[src/rsq_pkg.sv]
`default_nettype none
package rsq_pkg;
  // ==========================================================================
  // Segment table geometry
  localparam int RSQ_NSEG      = 8;
  localparam int RSQ_SEG_W     = 3;
  localparam int RSQ_INC_W     = 30;
  localparam int RSQ_LEN_W     = 16;
  localparam int RSQ_ACC_W     = 32;
  localparam int RSQ_CFG_W     = 56;

  // ==========================================================================
  // Register map: one control, one status and one accumulator word, then two words per segment
  localparam logic [11:0] RSQ_CTRL_OFS = 12'h000;
  localparam logic [11:0] RSQ_STAT_OFS = 12'h004;
  localparam logic [11:0] RSQ_ACC_OFS  = 12'h008;
  localparam logic [11:0] RSQ_SEG_BASE = 12'h040;
  localparam logic [11:0] RSQ_SEG_END  = 12'h080;

  // Word A of a segment: increment in [29:0]
  // Word B of a segment: length-1 [15:0], successor [18:16], source [21:20],
  // flags [25:24], half rate [28], accum clear [29], fast lock [30]
  localparam int RSQ_B_LEN  = 0;
  localparam int RSQ_B_NXT  = 16;
  localparam int RSQ_B_SRC  = 20;
  localparam int RSQ_B_FLG  = 24;
  localparam int RSQ_B_HR   = 28;
  localparam int RSQ_B_CLR  = 29;
  localparam int RSQ_B_FL   = 30;

  localparam logic [RSQ_CFG_W-1:0] RSQ_CFG_RST = '0;
  localparam logic [31:0]          RSQ_ZERO32  = 32'h0000_0000;

  // ==========================================================================
  // Advance sources
  typedef enum logic [1:0] {
    RSQ_ADV_LEN  = 2'b00,
    RSQ_ADV_TRGA = 2'b01,
    RSQ_ADV_TRGB = 2'b10,
    RSQ_ADV_TRGC = 2'b11
  } rsq_adv_t;

  typedef enum logic [0:0] {
    RSQ_ST_IDLE = 1'b0,
    RSQ_ST_RUN  = 1'b1
  } rsq_state_t;

  // One segment's controls, packed
  typedef struct packed {
    logic                 fast_lock;
    logic                 accum_clear;
    logic                 half_rate;
    logic [1:0]           flag_field;
    rsq_adv_t             advance_source;
    logic [RSQ_SEG_W-1:0] successor;
    logic [RSQ_LEN_W-1:0] length;
    logic [RSQ_INC_W-1:0] increment;
  } rsq_seg_t;

  // Outputs toward the divider logic
  typedef struct packed {
    logic                 ramp_marker_high;
    logic                 ramp_marker_low;
    logic                 fast_lock_en;
    logic [RSQ_SEG_W-1:0] segment;
    logic [RSQ_ACC_W-1:0] accum;
  } rsq_out_t;
endpackage
`default_nettype wire

[src/rsq_ramp_segment_sequencer.sv]
// Register access over APB and the register addresses were left to the implementer.
`timescale 1ns/1ps
`default_nettype none
// Function
// - Eight independent sets of segment controls, indexed zero to seven.
// - Fast-lock bit set enables fast-lock and slip reduction during segment.
// - Half-rate bit: one tick per clock when 0, per two clocks when 1.
// - Segment runs length-field ticks; up to 65536.
// - Marker outputs load from the segment flag field at segment start.
// - Flag 0 none, 1 low, 2 high, 3 both markers.
// - Accumulator-clear bit zeroes accumulator at segment start.
// - Advance source: 0 length expiry, 1/2/3 triggers A/B/C.
// - Next segment is the ending segment's successor index.
module rsq_ramp_segment_sequencer (
  input  wire logic                           pclk,
  input  wire logic                           presetn,
  input  wire logic                           psel,
  input  wire logic                           penable,
  input  wire logic                           pwrite,
  input  wire logic [11:0]                    paddr,
  input  wire logic [31:0]                    pwdata,
  output var  logic [31:0]                    prdata,
  output var  logic                           pready,
  output var  logic                           pslverr,
  input  wire logic                           trigger_a,
  input  wire logic                           trigger_b,
  input  wire logic                           trigger_c,
  output var  rsq_pkg::rsq_out_t              ramp_out
);
  import rsq_pkg::*;

  // ==========================================================================
  // Control state
  rsq_state_t             state_ff;
  logic                   run_en_ff;
  logic [RSQ_SEG_W-1:0]   start_seg_ff;
  logic [RSQ_SEG_W-1:0]   seg_ff;
  logic [RSQ_LEN_W-1:0]   tick_cnt_ff;
  logic                   half_ff;
  logic                   load_ff;
  logic [RSQ_ACC_W-1:0]   acc_ff;
  logic [RSQ_CFG_W-1:0]   shadow_a_ff [RSQ_NSEG];
  rsq_seg_t               cur;
  logic [RSQ_CFG_W-1:0]   cur_raw;
  logic [RSQ_SEG_W-1:0]   rd_idx;
  logic                   tick;
  logic                   seg_done;
  logic [RSQ_SEG_W-1:0]   nxt_seg;

  // Address decode helpers used by both the read and the write paths
  function automatic logic seg_hit(input logic [11:0] a);
    seg_hit = (a >= RSQ_SEG_BASE) && (a < RSQ_SEG_END);
  endfunction
  function automatic logic [RSQ_SEG_W-1:0] seg_of(input logic [11:0] a);
    seg_of = a[5:3];
  endfunction
  // Word B fields joined to a stored increment; unused word B bits are dropped
  // here so the table entry stays exactly one segment struct wide
  function automatic logic [RSQ_CFG_W-1:0] pack_b(input logic [31:0]          d,
                                                  input logic [RSQ_INC_W-1:0] inc);
    pack_b = {d[RSQ_B_FL:RSQ_B_HR], d[RSQ_B_FLG+1:RSQ_B_FLG], d[RSQ_B_SRC+1:RSQ_B_SRC],
              d[RSQ_B_NXT+RSQ_SEG_W-1:RSQ_B_LEN], inc};
  endfunction
  // Table entry back into the word B layout for readback
  function automatic logic [31:0] unpack_b(input logic [RSQ_CFG_W-1:0] e);
    rsq_seg_t s;
    s                               = rsq_seg_t'(e);
    unpack_b                        = RSQ_ZERO32;
    unpack_b[RSQ_B_LEN+:RSQ_LEN_W] = s.length;
    unpack_b[RSQ_B_NXT+:RSQ_SEG_W] = s.successor;
    unpack_b[RSQ_B_SRC+:2]         = s.advance_source;
    unpack_b[RSQ_B_FLG+:2]         = s.flag_field;
    unpack_b[RSQ_B_HR]             = s.half_rate;
    unpack_b[RSQ_B_CLR]            = s.accum_clear;
    unpack_b[RSQ_B_FL]             = s.fast_lock;
  endfunction

  wire logic bus_wr = psel && penable && pwrite;
  wire logic bus_rd = psel && penable && !pwrite;
  wire logic seg_wr = bus_wr && seg_hit(paddr);

  // ==========================================================================
  // Per-segment storage. Word A lives in a shadow register bank so a write
  // of word B commits the whole segment in one memory write. Both words are
  // kept per segment and never shared.
  genvar g;
  generate
    for (g = 0; g < RSQ_NSEG; g++) begin : g_shadow
      always_ff @(posedge pclk or negedge presetn) begin
        if (!presetn) begin
          shadow_a_ff[g] <= RSQ_CFG_RST;
        end else if (seg_wr && !paddr[2] && seg_of(paddr) == g) begin
          shadow_a_ff[g] <= {shadow_a_ff[g][RSQ_CFG_W-1:RSQ_INC_W], pwdata[RSQ_INC_W-1:0]};
        end else if (seg_wr && paddr[2] && seg_of(paddr) == g) begin
          shadow_a_ff[g] <= pack_b(pwdata, shadow_a_ff[g][RSQ_INC_W-1:0]);
        end
      end
    end
  endgenerate

  // Live copy for the sequencer; reading the segment after it ends costs a
  // cycle, which the load cycle absorbs
  rsq_seg_mem #(
    .DEPTH (RSQ_NSEG),
    .AW    (RSQ_SEG_W),
    .W     (RSQ_CFG_W)
  ) u_mem (
    .pclk    (pclk),
    .presetn (presetn),
    .wr_en   (seg_wr && paddr[2]),
    .wr_idx  (seg_of(paddr)),
    .wr_data (pack_b(pwdata, shadow_a_ff[seg_of(paddr)][RSQ_INC_W-1:0])),
    .rd_idx  (rd_idx),
    .rd_data (cur_raw)
  );
  assign cur = rsq_seg_t'(cur_raw);

  // ==========================================================================
  // Sequencing
  always_comb begin
    unique case (cur.advance_source)
      RSQ_ADV_LEN:  seg_done = tick && (tick_cnt_ff == '0);
      RSQ_ADV_TRGA: seg_done = trigger_a;
      RSQ_ADV_TRGB: seg_done = trigger_b;
      default:      seg_done = trigger_c;
    endcase
  end
  assign tick    = !cur.half_rate || half_ff;
  assign nxt_seg = cur.successor;
  assign rd_idx  = (state_ff == RSQ_ST_RUN && !load_ff && seg_done) ? nxt_seg :
                   (state_ff == RSQ_ST_IDLE) ? start_seg_ff : seg_ff;

  // Segment state machine: load cycle fetches the table entry
  always_ff @(posedge pclk or negedge presetn) begin
    if (!presetn) begin
      state_ff <= RSQ_ST_IDLE;
      seg_ff   <= '0;
      load_ff  <= 1'b0;
    end else begin
      case (state_ff)
        RSQ_ST_IDLE: begin
          if (run_en_ff) begin
            state_ff <= RSQ_ST_RUN;
            seg_ff   <= start_seg_ff;
            load_ff  <= 1'b1;
          end
        end
        default: begin
          if (!run_en_ff) begin
            state_ff <= RSQ_ST_IDLE;
            load_ff  <= 1'b0;
          end else if (load_ff) begin
            load_ff <= 1'b0;
          end else if (seg_done) begin
            seg_ff  <= nxt_seg;
            load_ff <= 1'b1;
          end
        end
      endcase
    end
  end

  // Tick divider and length counter; stored value is length-1 so 65536 fits
  always_ff @(posedge pclk or negedge presetn) begin
    if (!presetn) begin
      half_ff     <= 1'b0;
      tick_cnt_ff <= '0;
    end else if (load_ff) begin
      half_ff     <= 1'b0;
      tick_cnt_ff <= cur.length;
    end else if (state_ff == RSQ_ST_RUN) begin
      half_ff <= cur.half_rate ? !half_ff : 1'b0;
      if (tick && tick_cnt_ff != '0) begin
        tick_cnt_ff <= tick_cnt_ff - 1'b1;
      end
    end
  end

  // Accumulator: clear at segment start when asked, else add per tick
  always_ff @(posedge pclk or negedge presetn) begin
    if (!presetn) begin
      acc_ff <= '0;
    end else if (load_ff) begin
      if (cur.accum_clear) begin
        acc_ff <= '0;
      end
    end else if (state_ff == RSQ_ST_RUN && tick) begin
      acc_ff <= acc_ff + {{(RSQ_ACC_W-RSQ_INC_W){cur.increment[RSQ_INC_W-1]}}, cur.increment};
    end
  end

  // Outputs toward divider logic, all registered
  always_ff @(posedge pclk or negedge presetn) begin
    if (!presetn) begin
      ramp_out <= '0;
    end else begin
      ramp_out.accum   <= acc_ff;
      ramp_out.segment <= seg_ff;
      ramp_out.fast_lock_en <= (state_ff == RSQ_ST_RUN) && !load_ff && cur.fast_lock;
      if (load_ff) begin
        ramp_out.ramp_marker_low  <= cur.flag_field[0];
        ramp_out.ramp_marker_high <= cur.flag_field[1];
      end
    end
  end

  // ==========================================================================
  // Control register: bit 0 runs the sequencer, bits 6:4 the start segment
  always_ff @(posedge pclk or negedge presetn) begin
    if (!presetn) begin
      run_en_ff    <= 1'b0;
      start_seg_ff <= '0;
    end else if (bus_wr && paddr == RSQ_CTRL_OFS) begin
      run_en_ff    <= pwdata[0];
      start_seg_ff <= pwdata[6:4];
    end
  end

  // APB read path: zero wait state, unmapped access errors
  always_ff @(posedge pclk or negedge presetn) begin
    if (!presetn) begin
      prdata  <= RSQ_ZERO32;
      pready  <= 1'b0;
      pslverr <= 1'b0;
    end else begin
      pready  <= psel && !penable;
      pslverr <= 1'b0;
      prdata  <= RSQ_ZERO32;
      if (psel && !penable) begin
        if (paddr == RSQ_CTRL_OFS) begin
          prdata <= {25'h0, start_seg_ff, 3'h0, run_en_ff};
        end else if (paddr == RSQ_STAT_OFS) begin
          prdata <= {16'h0, tick_cnt_ff[15:8], 1'b0, ramp_out.fast_lock_en, ramp_out.ramp_marker_high,
                     ramp_out.ramp_marker_low, state_ff, seg_ff};
        end else if (paddr == RSQ_ACC_OFS) begin
          prdata <= acc_ff;
        end else if (seg_hit(paddr) && !paddr[2]) begin
          prdata <= {2'h0, shadow_a_ff[seg_of(paddr)][RSQ_INC_W-1:0]};
        end else if (seg_hit(paddr)) begin
          prdata <= unpack_b(shadow_a_ff[seg_of(paddr)]);
        end else begin
          pslverr <= 1'b1;
        end
      end
    end
  end
endmodule // rsq_ramp_segment_sequencer
`default_nettype wire

[src/rsq_seg_mem.sv]
`timescale 1ns/1ps
`default_nettype none
// Segment table: one write port for a whole entry, registered read of one entry
module rsq_seg_mem #(
  parameter int DEPTH = 8,
  parameter int AW    = 3,
  parameter int W     = 56
) (
  input  wire logic          pclk,
  input  wire logic          presetn,
  input  wire logic          wr_en,
  input  wire logic [AW-1:0] wr_idx,
  input  wire logic [W-1:0]  wr_data,
  input  wire logic [AW-1:0] rd_idx,
  output var  logic [W-1:0]  rd_data
);
  logic [W-1:0] mem_ff [DEPTH];

  // ==========================================================================
  // Storage, cleared at reset so each field starts at zero
  always_ff @(posedge pclk or negedge presetn) begin
    if (!presetn) begin
      for (int i = 0; i < DEPTH; i++) begin
        mem_ff[i] <= '0;
      end
    end else if (wr_en) begin
      mem_ff[wr_idx] <= wr_data;
    end
  end

  // Registered read port
  always_ff @(posedge pclk or negedge presetn) begin
    if (!presetn) begin
      rd_data <= '0;
    end else begin
      rd_data <= mem_ff[rd_idx];
    end
  end
endmodule // rsq_seg_mem
`default_nettype wire

[config.mk]
export PLATFORM = sky130hd
export DESIGN_NAME = rsq_ramp_segment_sequencer
export DESIGN_NICKNAME = d
export VERILOG_FILES = /design/src/rsq_pkg.sv /design/src/rsq_ramp_segment_sequencer.sv /design/src/rsq_seg_mem.sv
export SDC_FILE = /design/constraint.sdc
export NUM_CORES = 2
export LEC_CHECK = 0
export BUFFER_PORTS_ARGS = -buffer_cell sky130_fd_sc_hd__buf_2
export CAP_MARGIN = 20
export CORE_MARGIN = 2
export CORE_UTILIZATION = 39
export CTS_BUF_LIST = sky130_fd_sc_hd__clkbuf_4
export DETAILED_ROUTE_END_ITERATION = 8
export GPL_TIMING_DRIVEN = 1
export PLACE_DENSITY_LB_ADDON = 0.25
export SLEW_MARGIN = 30
export SYNTH_ARGS = -nofsm -noshare
export SYNTH_HDL_FRONTEND = slang
export SYNTH_SLANG_ARGS = --single-unit
[constraint.sdc]
create_clock -name pclk -period 3.3 [get_ports pclk]
set_input_delay 0.33 -clock pclk [delete_from_list [all_inputs] [get_ports pclk]]
set_output_delay 0.33 -clock pclk [all_outputs]
set_load 0.02 [all_outputs]
==> flow_summary.json <==
{
  "drc_errors": 0,
  "area_growth_pct": 17.59,
  "final_antenna_net_count": 0,
  "core_area_sq_um": 120100,
  "crit_path_start_kind": "register",
  "worst_pin_slew_ps": 841.5,
  "rsz0062_at_grt": "yes",
  "grt_use_met3": 0.06318,
  "grt_max_degree": 128,
  "place_congestion": 0.8626,
  "clockRootBuffer": "clkbuf_4",
  "yosys_warnings": 0,
  "clk_pin_slew_ps": 70,
  "io-pin-count": 124,
  "track_usage": 0.2320,
  "hold_class": "in2reg",
  "synth-seq-cells": 1082,
  "relSlewSlack": 0.4390,
  "fill_cells": 11300,
  "maxSlewViolCount": 0,
  "critPathCaptureType": "register",
  "timing.final.crit_share": 0.9637,
  "cellPowerDensity_nw_per_um2": 473.6,
  "setup_violations": 0,
  "crit_chain": "ha_1 -> inv_1 -> fa_1 -> nor2b_1 -> o31ai_1 -> a21oi_1 -> a2111oi_1 -> buf_4 -> o311ai_0 -> o211ai_1 -> o21bai_1 -> xnor2_1 -> a22o_1",
  "critPathKind": "reg2reg",
  "wl_microns": 143200,
  "drive_gt1_frac": 0.2264,
  "clock-sinks": 1082,
  "ir_worst_vdd_v": 0.0002973,
  "startpoint": "acc_ff[0]",
  "port_buffers": 122,
  "maxCapViolations": 0,
  "post-route-min-period_ps": 3180,
  "dr.pass1.iters": 7,
  "worst_ep_required_time_ps": 4310,
  "hold_viol": 0,
  "dp_hpwl_microns": 89830,
  "grtUsageMet1": 0.3219,
  "placed_cells": 5967,
  "layout.cells.non_filler": 6533,
  "grt.met2_usage": 0.3521,
  "avgSynthCellArea_sq_um": 10.99,
  "clk_path_buf_depth": 4,
  "total_power_mw": 26.38,
  "antenna_found_initial": 10,
  "vias_per_cell": 5.334,
  "cp.arrival_ps": 4190,
  "synth_nets": 4395,
  "drtIter0Drc": 2875,
  "grt_pass1_vias": 35610,
  "p_leak_nw": 30.04,
  "ys_types": 69,
  "fp-row-count": 127,
  "nNetsFinal": 4813,
  "synthFlopType": "dfrtp_1",
  "overflow": 0,
  "max_freq_mhz": 314.4,
  "clk_latency_ps": 1180,
  "grt-busiest-layer": "met2",
  "cts_buffers": 309,
  "start_util": 0.3943,
  "r2r_start": "acc_ff[0]",
  "netlist_instances": 4309,
  "final_cell_mix": "nand2_1, dfrtp_1, clkbuf_4",
  "slowest_delay_ps": 550,
  "die_h_microns": 352.5,
  "crit_fanout": 5,
  "cts_htree_levels": 5,
  "grt_pass1_wl_microns": 218800,
  "num_vias": 34850,
  "final_common_cell": "nand2_1",
  "status": "completed",
  "synth_edf_count": 0,
  "routedWlPerCell_microns": 21.92,
  "die_w_microns": 352.5,
  "cts_tree": "built",
  "hp-start": "pwdata[27]",
  "synth.yosys.seq_area_share": 0.5716,
  "cpMaxStageDelayCell": "a2111oi_1",
  "synth_area_sq_um": 47370,
  "finClkSkew_ps": 107.8,
  "dieArea_sq_um": 124300,
  "synthArstFlopShare": 1.000
}
-- synth_stat cells, drive strengths merged (18+ instances only) --
| cell type | number | share of area |
|---|---|---|
| a211oi | 18 | 0.0029 |
| o21ai | 92 | 0.0097 |
| a21oi | 259 | 0.028 |
| clkbuf | 198 | 0.016 |
| ha | 33 | 0.0087 |
| mux2i | 205 | 0.043 |
| a32o | 61 | 0.013 |
| xnor2 | 26 | 0.0048 |
| nor2 | 270 | 0.021 |
| a221oi | 57 | 0.017 |
| nand2 | 1333 | 0.11 |
| dfrtp | 1082 | 0.57 |
| mux4 | 112 | 0.053 |
| nor3 | 28 | 0.0030 |
| a22o | 24 | 0.0044 |
| mux2 | 248 | 0.059 |
| buf | 89 | 0.013 |
-- power breakdown --
group          internal [mW]  switching (mW)  leakage, nW
combinational          0.297           0.644         12.7
sequential              13.3          0.0402         15.1
clock                   6.54            5.53         2.25
total                   20.2            6.21         30.0
-- metrics by stage --
stage / setup slack, ps / hold slack (ps) / utilization / setup TNS (ps) / area, sq um
global route: -29.93 / 91.89 / 0.4637 / -87.65 / 55700
global placement: 93.23 / 319.5 / 0.4274 / 0 / 51340
floorplan: 301.5 / 34.41 / - / 0 / 47370
CTS: 72.92 / 15.68 / 0.4629 / 0 / 55610
detailed placement: 84.06 / 316.6 / 0.4274 / 0 / 51340
finish: 119.7 / 149.7 / 0.4637 / 0 / 55700
-- cells by family after synthesis --
| group | synth area share |
|---|---|
| adders and majority gates | 0.009139 |
| xor gates and xnor gates | 0.006286 |
| AOI/OAI and AO/OA | 0.08801 |
| and+or+nand+nor | 0.1400 |
| buffers and inverters | 0.02948 |
| muxes | 0.1555 |
| DFF | 0.5716 |
-- flip-flops by register name, indices dropped and copies added (netlist names) --
name,flops
shadow_a_ff,448
u_mem.mem_ff,448
u_mem.rd_data,56
ramp_out,38
acc_ff,32
prdata,32
tick_cnt_ff,16
seg_ff,3
start_seg_ff,3
half_ff,1
load_ff,1
pready,1
pslverr,1
run_en_ff,1
state_ff,1
-- worst max-delay path, delay by kind of cell (launching register included) --
family	cells	cell delay, ps
xor+xnor	1	150
simple gates	1	70
buf+inv	2	320
compound gates	7	1690
flops	1	380
fa+ha+maj	2	440
-- final timing paths --
path / endpoint / slack, ps / depth (start not counted)
min in group asynchronous: u_mem.mem_ff[424] / 420 / 4
setup reg to reg: acc_ff[26] / 120 / 13
hold reg to reg: ramp_out[31] / 400 / 0
max in group asynchronous: shadow_a_ff[80] / 2070 / 4
hold / removal: shadow_a_ff[363] / 150 / 3
setup / recovery: acc_ff[26] / 120 / 13
-- repair_timing --
action                                  4_1_cts  5_1_grt
endpoints found under the setup margin        0       38
resized for setup                             0        8
hold buffers                                 56        0
endpoints found under the hold margin      1799        0
setup buffers                                 0        5
-- routing by layer --
layer	vias to the layer above	share of wire
li1	15800	-
met1	17620	0.45
met2	1175	0.45
met3	247	0.080
met4	6	0.024
met5	-	0.00028
-- layout make-up --
cell class / count / area [sq um] / area share
Tap cell: 1612 / 2017 / 0.03621
Timing Repair Buffer: 394 / 3744 / 0.06721
Inverter: 15 / 57.56 / 0.001033
Sequential cell: 1082 / 27080 / 0.4861
Antenna cell: 5 / 12.51 / 0.0002246
Clock inverter: 45 / 281.5 / 0.005054
Clock buffer: 455 / 3416 / 0.06132
Multi-Input combinational cell: 2925 / 19100 / 0.3429
Note: power is estimated with default switching activity, not from simulation.
